## src/verilog/cgo_params.svh

```systemverilog
`ifndef CGO_PARAMS_SVH
`define CGO_PARAMS_SVH

// Register indices; byte address on the bus is four times the index
`define CGO_IDX_CFG3        6'h03
`define CGO_IDX_CH14_GO     6'h33
`define CGO_IDX_CH14_SH     6'h34
`define CGO_IDX_CH15_GO     6'h35
`define CGO_IDX_CH15_SH     6'h36
`define CGO_IDX_STAT        6'h3F

// Field positions
`define CGO_GAIN_MSB        15
`define CGO_GAIN_LSB        11
`define CGO_OFF_MSB         9
`define CGO_OFF_LSB         0
`define CGO_GAIN_EN_BIT     12
`define CGO_OFF_EN_BIT      8

// Status bit positions
`define CGO_ST_MISM14_BIT   0
`define CGO_ST_MISM15_BIT   1
`define CGO_ST_GAIN_BIT     2
`define CGO_ST_OFF_BIT      3

// Reset values and gain arithmetic
`define CGO_REG_RST         16'h0000
`define CGO_GAIN_UNITY      16'h4000
`define CGO_GAIN_FRAC       14

`endif

```

## src/verilog/cgo_pkg.sv

```systemverilog
`default_nettype none

package cgo_pkg;

  typedef logic        [4:0]  cgo_gain_t;
  typedef logic signed [9:0]  cgo_off_t;
  typedef logic signed [13:0] cgo_smp_t;
  typedef logic signed [15:0] cgo_out_t;
  typedef logic        [15:0] cgo_reg_t;

  typedef enum {
    CGO_SEL_NONE,
    CGO_SEL_CFG3,
    CGO_SEL_CH14_GO,
    CGO_SEL_CH14_SH,
    CGO_SEL_CH15_GO,
    CGO_SEL_CH15_SH,
    CGO_SEL_STAT
  } cgo_sel_t;

endpackage : cgo_pkg

`default_nettype wire

```

## src/verilog/cgo_chan_if.sv

```systemverilog
`timescale 1ns/1ps
`default_nettype none

interface cgo_chan_if;
  cgo_pkg::cgo_gain_t gain_step;
  cgo_pkg::cgo_off_t  offset_value;
  logic               gain_apply;
  logic               offset_apply;
  logic               smp_valid;
  cgo_pkg::cgo_smp_t  smp;
  cgo_pkg::cgo_out_t  corr;
  logic               corr_valid;

  modport regs (output gain_step, offset_value, gain_apply, offset_apply, smp_valid, smp,
                input  corr, corr_valid);
  modport chan (input  gain_step, offset_value, gain_apply, offset_apply, smp_valid, smp,
                output corr, corr_valid);
endinterface : cgo_chan_if

`default_nettype wire

```

## src/verilog/cgo_chan.sv

```systemverilog
`timescale 1ns/1ps
`default_nettype none
`include "cgo_params.svh"

module cgo_chan (
  // Clock and reset
  input  wire logic clk_i,
  input  wire logic rst_i,
  // Configuration and samples
  cgo_chan_if.chan  ch
);
  import cgo_pkg::*;

  // Gain factors 10^(N*0.01) in Q2.14, one per 0.2 dB step
  localparam logic [15:0] GAIN_LUT [32] = '{
    16'h4000, 16'h417E, 16'h4304, 16'h4494, 16'h462D, 16'h47CF, 16'h497B, 16'h4B32,
    16'h4CF2, 16'h4EBD, 16'h5092, 16'h5273, 16'h545E, 16'h5655, 16'h5858, 16'h5A67,
    16'h5C82, 16'h5EAA, 16'h60DE, 16'h6320, 16'h656F, 16'h67CC, 16'h6A37, 16'h6CB0,
    16'h6F38, 16'h71CF, 16'h7476, 16'h772C, 16'h79F3, 16'h7CCA, 16'h7FB2, 16'h82AC
  };

  logic signed [16:0] gain_mul;
  logic signed [30:0] prod;
  logic signed [17:0] sum;
  cgo_out_t           corr_d;
  cgo_out_t           corr_q;
  logic               valid_d;
  logic               valid_q;

  ////////////////////////////////////////////////////////////////////////////
  always_comb
  begin
    gain_mul = ch.gain_apply ? signed'({1'b0, GAIN_LUT[ch.gain_step]})
                             : signed'({1'b0, 16'(`CGO_GAIN_UNITY)});
    prod     = 31'(ch.smp * gain_mul);
    // Headroom: 14-bit sample times at most 2.04 plus offset fits 16 bits
    sum      = 18'(prod >>> `CGO_GAIN_FRAC)
             + (ch.offset_apply ? 18'(ch.offset_value) : 18'sh00000);
    corr_d   = ch.smp_valid ? 16'(sum) : corr_q;
    valid_d  = ch.smp_valid;
  end

  always_ff @(posedge clk_i)
  begin
    if (rst_i)
    begin
      corr_q  <= 16'sh0000;
      valid_q <= 1'b0;
    end
    else
    begin
      corr_q  <= corr_d;
      valid_q <= valid_d;
    end
  end

  assign ch.corr       = corr_q;
  assign ch.corr_valid = valid_q;
endmodule : cgo_chan

`default_nettype wire

```

## src/verilog/cgo_regs.sv

```systemverilog
// Implementation choice: the Wishbone register port.
`timescale 1ns/1ps
`default_nettype none
`include "cgo_params.svh"

module cgo_regs (
  // Clock and reset
  input  wire logic              clk_i,
  input  wire logic              rst_i,
  // Wishbone slave
  input  wire logic              wb_cyc_i,
  input  wire logic              wb_stb_i,
  input  wire logic              wb_we_i,
  input  wire logic [7:0]        wb_adr_i,
  input  wire logic [3:0]        wb_sel_i,
  input  wire logic [31:0]       wb_dat_i,
  output logic      [31:0]       wb_dat_o,
  output logic                   wb_ack_o,
  // Samples in
  input  wire logic              smp_valid_i,
  input  wire cgo_pkg::cgo_smp_t smp14_i,
  input  wire cgo_pkg::cgo_smp_t smp15_i,
  // Corrected samples out
  output cgo_pkg::cgo_out_t      corr14_o,
  output cgo_pkg::cgo_out_t      corr15_o,
  output logic                   corr_valid_o
);
  import cgo_pkg::*;

  function automatic cgo_sel_t cgo_decode(input logic [7:0] adr);
    cgo_sel_t sel;
    sel = CGO_SEL_NONE;
    if (adr[1:0] == 2'h0)
    begin
      case (adr[7:2])
        `CGO_IDX_CFG3:    sel = CGO_SEL_CFG3;
        `CGO_IDX_CH14_GO: sel = CGO_SEL_CH14_GO;
        `CGO_IDX_CH14_SH: sel = CGO_SEL_CH14_SH;
        `CGO_IDX_CH15_GO: sel = CGO_SEL_CH15_GO;
        `CGO_IDX_CH15_SH: sel = CGO_SEL_CH15_SH;
        `CGO_IDX_STAT:    sel = CGO_SEL_STAT;
        default:          sel = CGO_SEL_NONE;
      endcase
    end
    return sel;
  endfunction : cgo_decode

  // Byte-lane merge of the low 16 bits
  function automatic cgo_reg_t cgo_merge(input cgo_reg_t old, input logic [31:0] dat,
                                         input logic [3:0] sel);
    cgo_reg_t v;
    v = old;
    if (sel[0])
      v[7:0] = dat[7:0];
    if (sel[1])
      v[15:8] = dat[15:8];
    return v;
  endfunction : cgo_merge

  ////////////////////////////////////////////////////////////////////////////
  // Register file: index 0 is channel 14, index 1 channel 15
  cgo_reg_t    go_q [2];
  cgo_reg_t    go_d [2];
  cgo_reg_t    sh_q [2];
  cgo_reg_t    sh_d [2];
  logic        gain_apply_q;
  logic        gain_apply_d;
  logic        offset_apply_q;
  logic        offset_apply_d;
  logic        ack_q;
  logic        ack_d;
  logic [31:0] rdat_q;
  logic [31:0] rdat_d;
  logic        req;
  logic        wr;
  cgo_sel_t    sel;
  logic [1:0]  mism;

  assign req = wb_cyc_i && wb_stb_i && !ack_q;
  assign wr  = req && wb_we_i;
  assign sel = cgo_decode(wb_adr_i);

  // Copies disagree: software skipped the mirror write
  assign mism[0] = go_q[0][`CGO_OFF_MSB:`CGO_OFF_LSB] != sh_q[0][`CGO_OFF_MSB:`CGO_OFF_LSB];
  assign mism[1] = go_q[1][`CGO_OFF_MSB:`CGO_OFF_LSB] != sh_q[1][`CGO_OFF_MSB:`CGO_OFF_LSB];

  always_comb
  begin
    go_d           = go_q;
    sh_d           = sh_q;
    gain_apply_d   = gain_apply_q;
    offset_apply_d = offset_apply_q;
    ack_d          = req;
    rdat_d         = 32'h0000_0000;
    // Reserved bits of the GO and SH registers are stored as written, CFG3 drops them; software keeps them zero
    if (wr)
    begin
      case (sel)
        CGO_SEL_CFG3:
        begin
          if (wb_sel_i[1])
          begin
            gain_apply_d   = wb_dat_i[`CGO_GAIN_EN_BIT];
            offset_apply_d = wb_dat_i[`CGO_OFF_EN_BIT];
          end
        end
        CGO_SEL_CH14_GO: go_d[0] = cgo_merge(go_q[0], wb_dat_i, wb_sel_i);
        CGO_SEL_CH14_SH: sh_d[0] = cgo_merge(sh_q[0], wb_dat_i, wb_sel_i);
        CGO_SEL_CH15_GO: go_d[1] = cgo_merge(go_q[1], wb_dat_i, wb_sel_i);
        CGO_SEL_CH15_SH: sh_d[1] = cgo_merge(sh_q[1], wb_dat_i, wb_sel_i);
        default:         ;
      endcase
    end
    if (req && !wb_we_i)
    begin
      case (sel)
        CGO_SEL_CFG3:
        begin
          rdat_d[`CGO_GAIN_EN_BIT] = gain_apply_q;
          rdat_d[`CGO_OFF_EN_BIT]  = offset_apply_q;
        end
        CGO_SEL_CH14_GO: rdat_d[15:0] = go_q[0];
        CGO_SEL_CH14_SH: rdat_d[15:0] = sh_q[0];
        CGO_SEL_CH15_GO: rdat_d[15:0] = go_q[1];
        CGO_SEL_CH15_SH: rdat_d[15:0] = sh_q[1];
        CGO_SEL_STAT:
        begin
          rdat_d[`CGO_ST_MISM14_BIT] = mism[0];
          rdat_d[`CGO_ST_MISM15_BIT] = mism[1];
          rdat_d[`CGO_ST_GAIN_BIT]   = gain_apply_q;
          rdat_d[`CGO_ST_OFF_BIT]    = offset_apply_q;
        end
        default:         rdat_d = 32'h0000_0000;
      endcase
    end
  end

  always_ff @(posedge clk_i)
  begin
    if (rst_i)
    begin
      go_q[0]        <= `CGO_REG_RST;
      go_q[1]        <= `CGO_REG_RST;
      sh_q[0]        <= `CGO_REG_RST;
      sh_q[1]        <= `CGO_REG_RST;
      gain_apply_q   <= 1'b0;
      offset_apply_q <= 1'b0;
      ack_q          <= 1'b0;
      rdat_q         <= 32'h0000_0000;
    end
    else
    begin
      go_q           <= go_d;
      sh_q           <= sh_d;
      gain_apply_q   <= gain_apply_d;
      offset_apply_q <= offset_apply_d;
      ack_q          <= ack_d;
      rdat_q         <= rdat_d;
    end
  end

  assign wb_ack_o = ack_q;
  assign wb_dat_o = rdat_q;

  ////////////////////////////////////////////////////////////////////////////
  // Channel datapaths
  cgo_chan_if ch_if [2] ();

  genvar gi;
  generate
    for (gi = 0; gi < 2; gi++)
    begin : g_chan
      assign ch_if[gi].gain_step    = go_q[gi][`CGO_GAIN_MSB:`CGO_GAIN_LSB];
      assign ch_if[gi].offset_value = signed'(go_q[gi][`CGO_OFF_MSB:`CGO_OFF_LSB]);
      assign ch_if[gi].gain_apply   = gain_apply_q;
      assign ch_if[gi].offset_apply = offset_apply_q;
      assign ch_if[gi].smp_valid    = smp_valid_i;
      assign ch_if[gi].smp          = (gi == 0) ? smp14_i : smp15_i;

      cgo_chan u_chan (
        .clk_i (clk_i),
        .rst_i (rst_i),
        .ch    (ch_if[gi])
      );
    end
  endgenerate

  assign corr14_o     = ch_if[0].corr;
  assign corr15_o     = ch_if[1].corr;
  // Both lanes strobe together; the AND keeps the second lane's flag in use
  assign corr_valid_o = ch_if[0].corr_valid && ch_if[1].corr_valid;

  logic [15:0] wr_low;
  assign wr_low = wb_dat_i[15:0];
endmodule : cgo_regs

`default_nettype wire
```

## config.mk

```make
export PLATFORM = sky130hd
export DESIGN_NAME = cgo_regs
export DESIGN_NICKNAME = d
export VERILOG_FILES = /design/src/verilog/cgo_pkg.sv /design/src/verilog/cgo_chan_if.sv /design/src/verilog/cgo_chan.sv /design/src/verilog/cgo_regs.sv
export VERILOG_INCLUDE_DIRS = /design/src /design/src/verilog
export SDC_FILE = /design/constraint.sdc
export NUM_CORES = 1
export LEC_CHECK = 0
export CAP_MARGIN = 20
export CORE_MARGIN = 2
export CORE_UTILIZATION = 55
export DETAILED_ROUTE_END_ITERATION = 8
export DONT_BUFFER_PORTS = 1
export PLACE_DENSITY = 0.7
export SYNTH_ARGS = -nofsm -noshare
export SYNTH_HDL_FRONTEND = slang
export SYNTH_SLANG_ARGS = --single-unit
```

## constraint.sdc

```tcl
create_clock -name clk_i -period 26.8 [get_ports clk_i]
set_input_delay 5.36 -clock clk_i [delete_from_list [all_inputs] [get_ports clk_i]]
set_output_delay 5.36 -clock clk_i [all_outputs]
set_load 0.01 [all_outputs]
```

; ---- After elaboration in Yosys (flattened, before gate mapping)
; Memory sizes are Yosys's and may differ from the RTL's.
; Index checks and enable logic that the tools add are counted.
[word_totals]
n_memories = 2
out_inout_bits = 66
rom_bits = 1024
input_bits = 78
word_cells = 74
reg_bits = 132
[mem_list]
columns = name, words, word_bits, read_ports, rd_clocked_by_memory_dff, write_ports, line
row1 = (name not given), 32, 16, 1, 0, 0, cgo_chan.sv:33  ; gain_mul = ch.gain_apply ? signed'({1'b0, GAIN_LUT[ch.gain_step]})
row2 = (name not given), 32, 16, 1, 0, 0, cgo_chan.sv:33
[op_classes]
mul = 2
n_reduce_logical = 17
addsub = 2
bitwise_logic = 3
n_mux = 16
n_eq_ne = 14
order_cmp = 2
[op_table]
columns = op, count
row1 = 16-bit two-way mux, 8
row2 = "32-bit by 3-bit equality test with 1-bit output, second input constant", 3
row3 = "32-bit by 2-bit equality test with 1-bit output, second input constant", 2
row4 = 14-bit by 17-bit multiplier with 30-bit output, 2
row5 = 16-bit adder, 2
row6 = "32-bit by 1-bit equality test with 1-bit output, second input constant", 1
row7 = "6-bit equality test, second input constant", 5
row8 = 3-bit AND reduction, 9
row9 = 3-bit case mux with 4 select lines, 2
row10 = 10-bit != test, 2
row11 = 4-bit case mux with 5 select lines, 1
row12 = 3-bit case mux with 6 select lines, 1
row13 = 4-bit case mux with 4 select lines, 1
row14 = "6-bit greater-or-equal comparator, second input constant", 2
row15 = 5-bit inverter with 6-bit output, 2
row16 = 1-bit case mux with 5 select lines, 2
row17 = "6-bit by 2-bit equality test with 1-bit output, second input constant", 1
row18 = 1-bit logical AND, 4
row19 = 3-bit two-way mux, 1
row20 = 1-bit logical NOT, 2
row21 = 2-bit logical NOT, 1
row22 = 2-bit OR reduction, 1
row23 = 1-bit inverter, 1

; ---- Depth between registers and ports, before layout
; Gate-level depths: netlist (run 1).
[depth]
ltp_word = 7
ltp_mapped = 41

; ---- Cells and area by module
; A second synthesis (run 1) with hierarchy kept.
[unflattened]
hier_cells = 2659
area_unflattened_um2 = 22902.0
[by_module_without_submodules]
columns = module, cells_each, area_each_um2, n_inst, seq_area_each_um2
row1 = cgo_chan at g_chan[0].u_chan, 1125, 9516.6, 1, 340.3
row2 = cgo_chan at g_chan[1].u_chan, 1120, 9424.0, 1, 340.3
row3 = cgo_regs, 414, 3961.3, 1, 1661.6

; ---- Least setup slack after synthesis (run 1)
; No wires, ideal clock.
[synth_path]
path_type = in2reg
startpoint = input smp14_i[5]
endpoint = register g_chan[0].u_chan.corr_q[15]
path_buffers = 1
cell_stages = 31
path_slack_ns = 14.169
arrival_ns = 12.535
cell_sequence = clkbuf_1 -> nand2_1 -> fa_1 -> inv_1 -> fa_1 -> inv_1 -> fa_1 -> inv_1 -> fa_1 -> fa_1 -> inv_1 -> fa_1 -> inv_1 -> ha_1 -> o21a_1 -> o211ai_1 -> or4_1 -> o31ai_4 -> a21oi_2 -> o21bai_1 -> a21oi_1 -> xnor2_1 -> ha_1 -> a21o_1 -> a21oi_1 -> o211ai_1 -> a31oi_1 -> o21ai_0 -> xnor2_1 -> a2111o_1 -> o311ai_1
[synth_via]
elab_chain_len = 2
[synth_lines]
columns = item, line
row1 = from (decl), cgo_regs.sv:21  ; input wire cgo_pkg::cgo_smp_t smp14_i,
row2 = 14-bit by 17-bit multiplier with 30-bit output, cgo_chan.sv:35  ; prod = 31'(ch.smp * gain_mul);
row3 = 16-bit adder, cgo_chan.sv:37  ; sum = 18'(prod >>> `CGO_GAIN_FRAC)
row4 = to (signal assigned), cgo_chan.sv:52  ; corr_q <= corr_d;
row5 = to (decl), cgo_chan.sv:26  ; cgo_out_t corr_q;
; No other way between the ends.
; A chain may end at the register's enable or synchronous reset.

; ---- Final worst setup path (run 1)
[layout_path]
startpoint = input smp15_i[13]
endpoint = register g_chan[1].u_chan.corr_q[15]
[layout_via]
elab_chain_len = 2
[layout_lines]
columns = item, line
row1 = from (decl), cgo_regs.sv:22  ; input wire cgo_pkg::cgo_smp_t smp15_i,
row2 = 14-bit by 17-bit multiplier with 30-bit output, cgo_chan.sv:35
row3 = 16-bit adder, cgo_chan.sv:37
row4 = to (signal assigned), cgo_chan.sv:52
row5 = to (decl), cgo_chan.sv:26
; No other way between the ends.

==> flow_summary.ini, run 1 <==
[outcome]
outcome = completed

[synth]
synth.most_common_cell = inv_1
async_reset_ff_share_pct = 0
yosysTopAreaCell = fa_1
ys.flop_type = dfxtp_1
ys_ff_latch = 116
netlist_instances = 2655
synth-edff-count = 0
synth_top_cells_by_count = 436 x inv_1, 332 x fa_1, 270 x nand2_1
synth_area_um2 = 22760
syn_avg_cell_area_um2 = 8.571
yosysUniqueCellTypes = 83
yosysSeqAreaShare_pct = 10.20
synth_top_cell_area_share_pct = 29.21
ys_top_cells_by_area = fa_1 29%, ha_1 14%, dfxtp_1 10%, inv_1 7.2%, and2_1 5.9%
yosysWarningCount = 0

[placed_design]
dpl-instance-area_um2 = 23080
dp_hpwl_um = 43440
place_congestion = 0.9111
io_buffers = 0

[sta]
setup_violations = 0
max_slew_margin_pct = 25.86
skew_ns = 0.01055
finalSetupTns_ns = 0
finalMaxSlewViolations = 0
fin_crit_ns = 12.88
tightest_slew_ns = 1.102
grt_setup_unrepaired = no
min_period_over_period_pct = 48.05
finalHoldViolCount = 0
fmax_mhz = 77.65

[grt]
grt_pass1_wl_um = 93720
grt_max_degree = 112
grt.total_usage_pct = 26.49
grt_pass1_vias = 18630
overflow = 0
antenna_found_initial = 0

[setup_path]
critPathBufInv = 5
r2r-end = g_chan[1].u_chan.ch.corr[15]
path_common_cell = fa_1
startpoint_type = primary input
ff2ff_path_depth = 34
crit_required_ns = 27.11
worstPathArrival_ns = 13.19
crit_family = adder cells
crit_path_end_kind = register
reg2reg_slack_ns = 16.34
max_stage_delay_ns = 0.59
crit_slowest_cell = a2111oi_0
crit_type = in -> reg
path_depth = 28
path_max_fanout = 11
reg2reg_from = ch_if[1].gain_step[1]

[drt]
drt-initial-drc-count = 1140
drc = 0
routedWlPerCell_um = 17.78
drt_wl_total_um = 55550
vias = 17930
ant_nets = 0
avgViaCountPerCell = 5.736
first_pass_iters = 6

[pwr]
p_total_w = 0.0005626
ir_drop_mv = 0.05764
p_leak_nw = 12.16
power.density_nw_per_um2 = 23.72

[hold_path]
min_path_cells = 2
holdCritStartpoint = sh_q[11]
whs_endpoint = sh_q[11]
holdCritPathClass = reg -> reg

[clock_tree]
root_buffer = clkbuf_16
clk_latency_ns = 0.42
cts_tree = done
numCtsBuffers = 17
cts_hold_buf = 0
cts_resized = 0
htreeDepth = 4
postCtsSetupRepairBufs = 0
cts.sinks = 116
cts_max_path_buffers = 2
path_clk_slew_ns = 0.06

[die]
die_y_um = 207.4
coreArea_um2 = 40830
rows = 74
die_x_um = 207.4
die_area_um2 = 43020
start_util_pct = 55.73
io-pin-count = 144

[finish]
area_growth_pct = 4.206
design_area_um2 = 23710
drive_gt1_share_pct = 3.818
diodes = 0
nNetsFinal = 3252

[run]
drv_cap = 0
logic make-up after synthesis:
group	after synthesis	share of synthesized area (%)
and+or+nand+nor	873	19.16
adders and majority gates	594	43.61
buffers and inverters	572	9.759
AOI/OAI and AO/OA	321	9.715
DFF	116	10.20
muxes	103	4.651
xor gates and xnor gates	75	2.887
other	1	0.01648
worst register-to-register path, delay by kind of cell, from the launching register on:
family                     cells  cell delay, ns
adders and majority gates      9            4.07
AOI/OAI and AO/OA             12            3.41
and+or+nand+nor                7            1.40
buffers and inverters          5            0.68
DFF                            1            0.62
xor gates and xnor gates       1            0.16
per-layer routing:
metal,vias to the layer above,track usage [%],part of all wire (%)
met2,635,42.91,47
met1,8874,35.80,42
met4,0,8.005,2.7
met3,93,5.507,8.4
li1,8324,-,-
met5,-,0,0
through the flow:
stage	util [%]	std cells	worst slack, ns	hold WS [ns]
2_1_floorplan	-	2670	14.17	0.4602
3_3_place_gp	56.52	3091	13.63	0.4725
3_5_place_dp	56.52	3091	13.60	0.4873
4_1_cts	57.94	3123	14.03	0.5026
5_1_grt	58.08	3125	13.39	0.5262
6_report	58.08	3125	13.92	0.4963
placed cells by master, fill, tap and decap left out, types with 23 or more instances in the layout:
cell type / n
a21o_1: 26
a21oi_1: 80
and2_1: 214
and3_1: 57
buf_4: 23
dfxtp_1: 115
fa_1: 332
ha_1: 262
inv_1: 436
mux2i_1: 90
nand2_1: 270
nand2b_1: 37
nor2_1: 167
nor3_1: 29
o21ai_0: 68
xnor2_1: 57
sequential cells by signal, summed over array words and instances, names as in the netlist:
| register | flops |
|---|---|
| ch_if.offset_apply | 1 |
| wb_dat_o | 16 |
| sh_q | 32 |
| g_chan.u_chan.ch.corr_valid | 1 |
| g_chan.u_chan.ch.corr | 32 |
| ch_if.gain_step | 10 |
| go_q | 2 |
| ch_if.gain_apply | 1 |
| ch_if.offset_value | 20 |
| wb_ack_o | 1 |
worst max-delay path by stage:
stage | start | endpoint | slack [ns]
after floorplan | smp14_i[5] | g_chan[0].u_chan.ch.corr[15] | 14.17
after global placement | smp15_i[2] | g_chan[1].u_chan.ch.corr[15] | 13.63
after detailed placement | smp15_i[2] | g_chan[1].u_chan.ch.corr[15] | 13.60
after CTS | smp15_i[2] | g_chan[1].u_chan.ch.corr[15] | 14.03
after global routing | smp14_i[13] | g_chan[0].u_chan.ch.corr[15] | 13.39
final | smp15_i[13] | g_chan[1].u_chan.ch.corr[15] | 13.92
layout make-up:
cell class              count  area [um^2]
clock buffers              18        439.2
clock inverters            14        140.1
fillers                  3638        17120
inverters                 438         1644
multi-input cells        1982        18270
flip-flops and latches    116         2323
well taps                 532        665.6
repair buffers             25        227.7
report_power, final:
part | internal [W] | total, W | switching, W
clock network | 0.000133 | 0.000221 | 0.0000883
logic | 0.0000660 | 0.000155 | 0.0000886
registers | 0.000179 | 0.000187 | 0.00000782
(Power assumes the default switching activity.)
==> run 2: changes to the inputs <==
==> constraint.sdc (replaced) <==
create_clock -name clk_i -period 11.96 [get_ports clk_i]
set_input_delay 2.392 -clock clk_i [delete_from_list [all_inputs] [get_ports clk_i]]
set_output_delay 2.392 -clock clk_i [all_outputs]
set_load 0.01 [all_outputs]
==> run 2 against run 1 <==
Flip-flop and latch count unchanged. Sequential share of layout area is essentially flat. Global-route usage grew 0.18 points. Clock power grew 140%. Clock-buffer cell count stayed put. Combinational power up 120%. Via count fell by 0.55%. Register-to-register slack worse by 15 ns. Wire length increased by 0.20%. Power is 130% higher. Worst setup slack worse by 12 ns. Core utilization fell by 0.052 points. Critical path type is now reg -> reg.
==> flow_summary.ini, run 2 (synthesized netlist as in run 1, its figures left out) <==
[outcome]
outcome = completed

[die]
coreArea_um2 = 40830
start_util_pct = 55.73
die_x_um = 207.4
io-pin-count = 144
rows = 74
die_area_um2 = 43020
die_y_um = 207.4

[setup_path]
startpoint_type = register
reg2reg_slack_ns = 1.43
max_stage_delay_ns = 0.67
path_common_cell = fa_1
ff2ff_path_depth = 35
worstPathArrival_ns = 10.84
crit_type = reg -> reg
path_max_fanout = 11
crit_required_ns = 12.27
crit_path_end_kind = register
crit_slowest_cell = o21ai_0

[clock_tree]
path_clk_slew_ns = 0.07
cts.sinks = 116
root_buffer = clkbuf_16
cts_max_path_buffers = 2
cts_hold_buf = 0
cts_resized = 0
postCtsSetupRepairBufs = 0
htreeDepth = 4
clk_latency_ns = 0.42
numCtsBuffers = 17
cts_tree = done

[finish]
mostFrequentLayoutCells = 436 x inv_1, 332 x fa_1, 270 x nand2_1, 262 x ha_1, 214 x and2_1
design_area_um2 = 23690
instances_no_fill = 3124
nNetsFinal = 3251
area_growth_pct = 4.112
mostFrequentLayoutCell = inv_1
multi_input_area_um2 = 18270
diodes = 0
regArea_um2 = 2323
drive_gt1_share_pct = 3.781
n_fill_cell = 3564

[grt]
grt_max_degree = 112
grt.total_usage_pct = 26.67
overflow = 0
grt_pass1_wl_um = 94310
antenna_found_initial = 0
grt_pass1_vias = 18810

[sta]
finalHoldViolCount = 0
max_slew_margin_pct = 25.97
fmax_mhz = 94.99
min_period_over_period_pct = 88.02
grt_setup_unrepaired = no
finalSetupTns_ns = 0
skew_ns = 0.01627
finalMaxSlewViolations = 0
setup_violations = 0
tightest_slew_ns = 1.106
fin_crit_ns = 10.53

[drt]
routedWlPerCell_um = 17.82
drt_wl_total_um = 55660
vias = 17830
first_pass_iters = 7
avgViaCountPerCell = 5.707
ant_nets = 0
drc = 0
drt-initial-drc-count = 1171

[pwr]
p_total_w = 0.001287
power.density_nw_per_um2 = 54.32
ir_drop_mv = 0.1002
p_leak_nw = 12.15

[placed_design]
dp_hpwl_um = 43940
io_buffers = 0
place_congestion = 0.9197
dpl-instance-area_um2 = 23090
dp_cells = 3092

[hold_path]
holdCritPathClass = reg -> reg
min_path_cells = 2

[run]
drv_cap = 0
-- run 2: changes by cell type in the layout (fill, tap and decap cells not counted) --
cell	change
clkinvlp_4	+1
inv_8	+1
bufinv_16	+1
clkinv_4	-2
buf_4	+1
buf_16	-2
clkinv_2	-1
-- run 2: power breakdown --
| part | internal, W | leakage [nW] | switching, W | total, W |
|---|---|---|---|---|
| combinational | 0.000148 | 10.9 | 0.000199 | 0.000347 |
| sequential | 0.000401 | 0.941 | 0.0000174 | 0.000419 |
| clock | 0.000320 | 0.294 | 0.000202 | 0.000522 |
| total | 0.000869 | 12.1 | 0.000418 | 0.00129 |
-- run 2: worst paths after layout --
check	start	end
setup / recovery	ch_if[1].gain_step[0]	g_chan[1].u_chan.ch.corr[15]
hold / removal	go_q[10]	go_q[10]
setup reg to reg	ch_if[1].gain_step[0]	g_chan[1].u_chan.ch.corr[15]
hold reg to reg	go_q[10]	go_q[10]
-- run 2: stage by stage --
step / hold slack (ns) / utilization, % / setup WS [ns]
floorplan: 0.4602 / - / 2.297
global placement: 0.4727 / 56.54 / 1.593
detailed placement: 0.4831 / 56.54 / 1.548
CTS: 0.4994 / 58.03 / 1.517
global route: 0.5244 / 58.03 / 0.7260
finish: 0.5011 / 58.03 / 1.432
-- run 2: per-layer routing --
| metal | share of wire (%) | up-vias | routed length [um] | GRT usage, % |
|---|---|---|---|---|
| met4 | 3.0 | 0 | 1688 | 8.522 |
| li1 | - | 8325 | - | - |
| met5 | 0 | - | 0 | 0 |
| met3 | 7.6 | 105 | 4245 | 5.477 |
| met2 | 46 | 590 | 25480 | 42.90 |
| met1 | 44 | 8808 | 24250 | 36.15 |
-- run 2: area by class of cell --
type                       count  share of cell area (%)
multi-input combinational   1982                   77.13
clock inverter                14                  0.7024
timing repair buffer          24                  0.7605
sequential                   116                   9.807
inverter                     438                   6.939
tap                          532                   2.809
clock buffer                  18                   1.854
-- run 2: worst max-delay path: cells and delay by family (launching register included) --
family	cells	cell delay, ns
compound gates	13	3.95
fa+ha+maj	9	3.76
xor+xnor	1	0.17
buf+inv	6	0.84
simple gates	6	1.13
flops	1	0.58
==> run 3: changes to the inputs <==
--- a/config.mk
+++ b/config.mk
@@ -11,6 +11,7 @@
 export CORE_UTILIZATION = 55
 export DETAILED_ROUTE_END_ITERATION = 8
 export DONT_BUFFER_PORTS = 1
+export MAX_ROUTING_LAYER = met4
 export PLACE_DENSITY = 0.7
 export SYNTH_ARGS = -nofsm -noshare
 export SYNTH_HDL_FRONTEND = slang
==> constraint.sdc (replaced) <==
create_clock -name clk_i -period 11.96 [get_ports clk_i]
set_input_delay 2.99 -clock clk_i [delete_from_list [all_inputs] [get_ports clk_i]]
set_output_delay 2.99 -clock clk_i [all_outputs]
set_load 0.01 [all_outputs]
==> run 3 against run 2 <==
Global-route usage increased by 0.87 points. Clock-buffer cell count unchanged. Clock skew decreased by 0.0029 ns. Die area unchanged. Core utilization decreased by 0.061 points. Non-clock buffer count unchanged. Register-to-register slack improved by 0.06 ns. Power decreased by 2.1%. First-iteration DRC count decreased by 1.2%. Sequential power about the same. Sequential share of layout area about the same. Fmax decreased by 0.50%. Largest power group unchanged. Highest routed layer unchanged.
==> flow_summary.ini, run 3 (synthesized netlist as in run 1, its figures left out) <==
[sta]
tightest_slew_ns = 1.125
finalSetupTns_ns = 0
min_period_over_period_pct = 88.46
setup_violations = 0
skew_ns = 0.01334
fmax_mhz = 94.52
grt_setup_unrepaired = no
finalMaxSlewViolations = 0
max_slew_margin_pct = 24.32
fin_crit_ns = 10.58
finalHoldViolCount = 0

[die]
start_util_pct = 55.73
die_x_um = 207.4
die_area_um2 = 43020
die_y_um = 207.4
coreArea_um2 = 40830
rows = 74
io-pin-count = 144

[run]
drv_cap = 0

[drt]
drt_wl_total_um = 55720
routedWlPerCell_um = 17.83
avgViaCountPerCell = 5.693
drt-initial-drc-count = 1157
vias = 17790
drc = 0
first_pass_iters = 6
ant_nets = 0

[clock_tree]
clk_latency_ns = 0.41
root_buffer = clkbuf_16
cts_max_path_buffers = 2
cts_tree = done
cts.sinks = 116
cts_resized = 0
postCtsSetupRepairBufs = 0
numCtsBuffers = 17
cts_hold_buf = 0
path_clk_slew_ns = 0.06
htreeDepth = 4

[hold_path]
min_path_cells = 2
holdCritPathClass = reg -> reg

[grt]
busiest_layer = met2
grt_max_degree = 112
met3_usage_pct = 5.234
grt_pass1_wl_um = 94810
grt_use_met1_pct = 36.34
overflow = 0
grt_use_met2_pct = 43.63
grt.total_usage_pct = 27.54
grt_pass1_vias = 18930
antenna_found_initial = 2

[setup_path]
crit_required_ns = 12.26
crit_type = in -> reg
worstPathArrival_ns = 10.88
path_max_fanout = 11
crit_path_end_kind = register
ff2ff_path_depth = 34
startpoint_type = primary input

[outcome]
outcome = completed

[finish]
mostFrequentLayoutCell = inv_1
diodes = 0
area_growth_pct = 4.003
instances_no_fill = 3124
drive_gt1_share_pct = 3.781
nNetsFinal = 3251
mostFrequentLayoutCells = 436 x inv_1, 332 x fa_1, 270 x nand2_1, 262 x ha_1, 214 x and2_1

[placed_design]
io_buffers = 0
dp_hpwl_um = 43820
dp_cells = 3092
place_congestion = 0.9286

[pwr]
ir_drop_mv = 0.09145
power.density_nw_per_um2 = 53.24
p_leak_nw = 12.14
run 3: where the power goes:
part | total (W) | switching (W) | internal [W]
Combinational | 0.000346 | 0.000198 | 0.000148
Sequential | 0.000419 | 0.0000175 | 0.000401
Clock | 0.000496 | 0.000198 | 0.000298
Total | 0.00126 | 0.000413 | 0.000847
run 3: per-layer routing:
layer	vias up	part of all wire, %
met5	-	0
met4	0	2.5
met3	85	7.7
met2	587	47
met1	8805	43
li1	8309	-
run 3: final cells by class:
cell class	instances	area, um^2
Inverter	438	1644
Fill cell	3665	17160
Clock buffer	18	439.2
Clock inverter	14	141.4
Sequential cell	116	2323
Multi-Input combinational cell	1982	18270
Timing Repair Buffer	24	180.2
Tap cell	532	665.6
run 3: stage by stage:
step | hold slack [ns] | area, um^2 | setup WS [ns] | util (%) | power [W]
2_1_floorplan | 0.4602 | 22810 | 1.699 | - | 0.0007087
3_3_place_gp | 0.4729 | 23090 | 1.155 | 56.54 | 0.0007590
3_5_place_dp | 0.4808 | 23090 | 1.080 | 56.54 | 0.0007668
4_1_cts | 0.4989 | 23670 | 1.501 | 57.96 | 0.001265
5_1_grt | 0.5227 | 23670 | 0.7625 | 57.96 | 0.001333
6_report | 0.4933 | 23670 | 1.380 | 57.96 | 0.001260
run 3: critical path: stages:
cell and delay (ns):
inv_1 0.24, nor2_1 0.11, fa_1 0.51, fa_1 0.43, fa_1 0.51, fa_1 0.43, fa_1 0.49, inv_1 0.05
fa_1 0.48, inv_1 0.04, ha_1 0.34, a21oi_1 0.30, o21ai_0 0.25, a211oi_1 0.62, o21ai_0 0.14, o21ba_2 0.35
o21ai_0 0.16, xnor2_1 0.16, ha_1 0.36, a21o_1 0.17, a21o_1 0.22, a2111oi_0 0.62, nor3_1 0.17, nor3_1 0.28
nor4_1 0.10, a311o_1 0.36
run 3: path summary, 6_finish.rpt:
kind	from	endpoint	slack, ns
hold / removal	sh_q[14]	sh_q[14]	0.49
hold reg to reg	sh_q[14]	sh_q[14]	0.49
setup reg to reg	ch_if[1].gain_step[1]	g_chan[1].u_chan.ch.corr[15]	1.49
setup / recovery	smp15_i[13]	g_chan[1].u_chan.ch.corr[15]	1.38
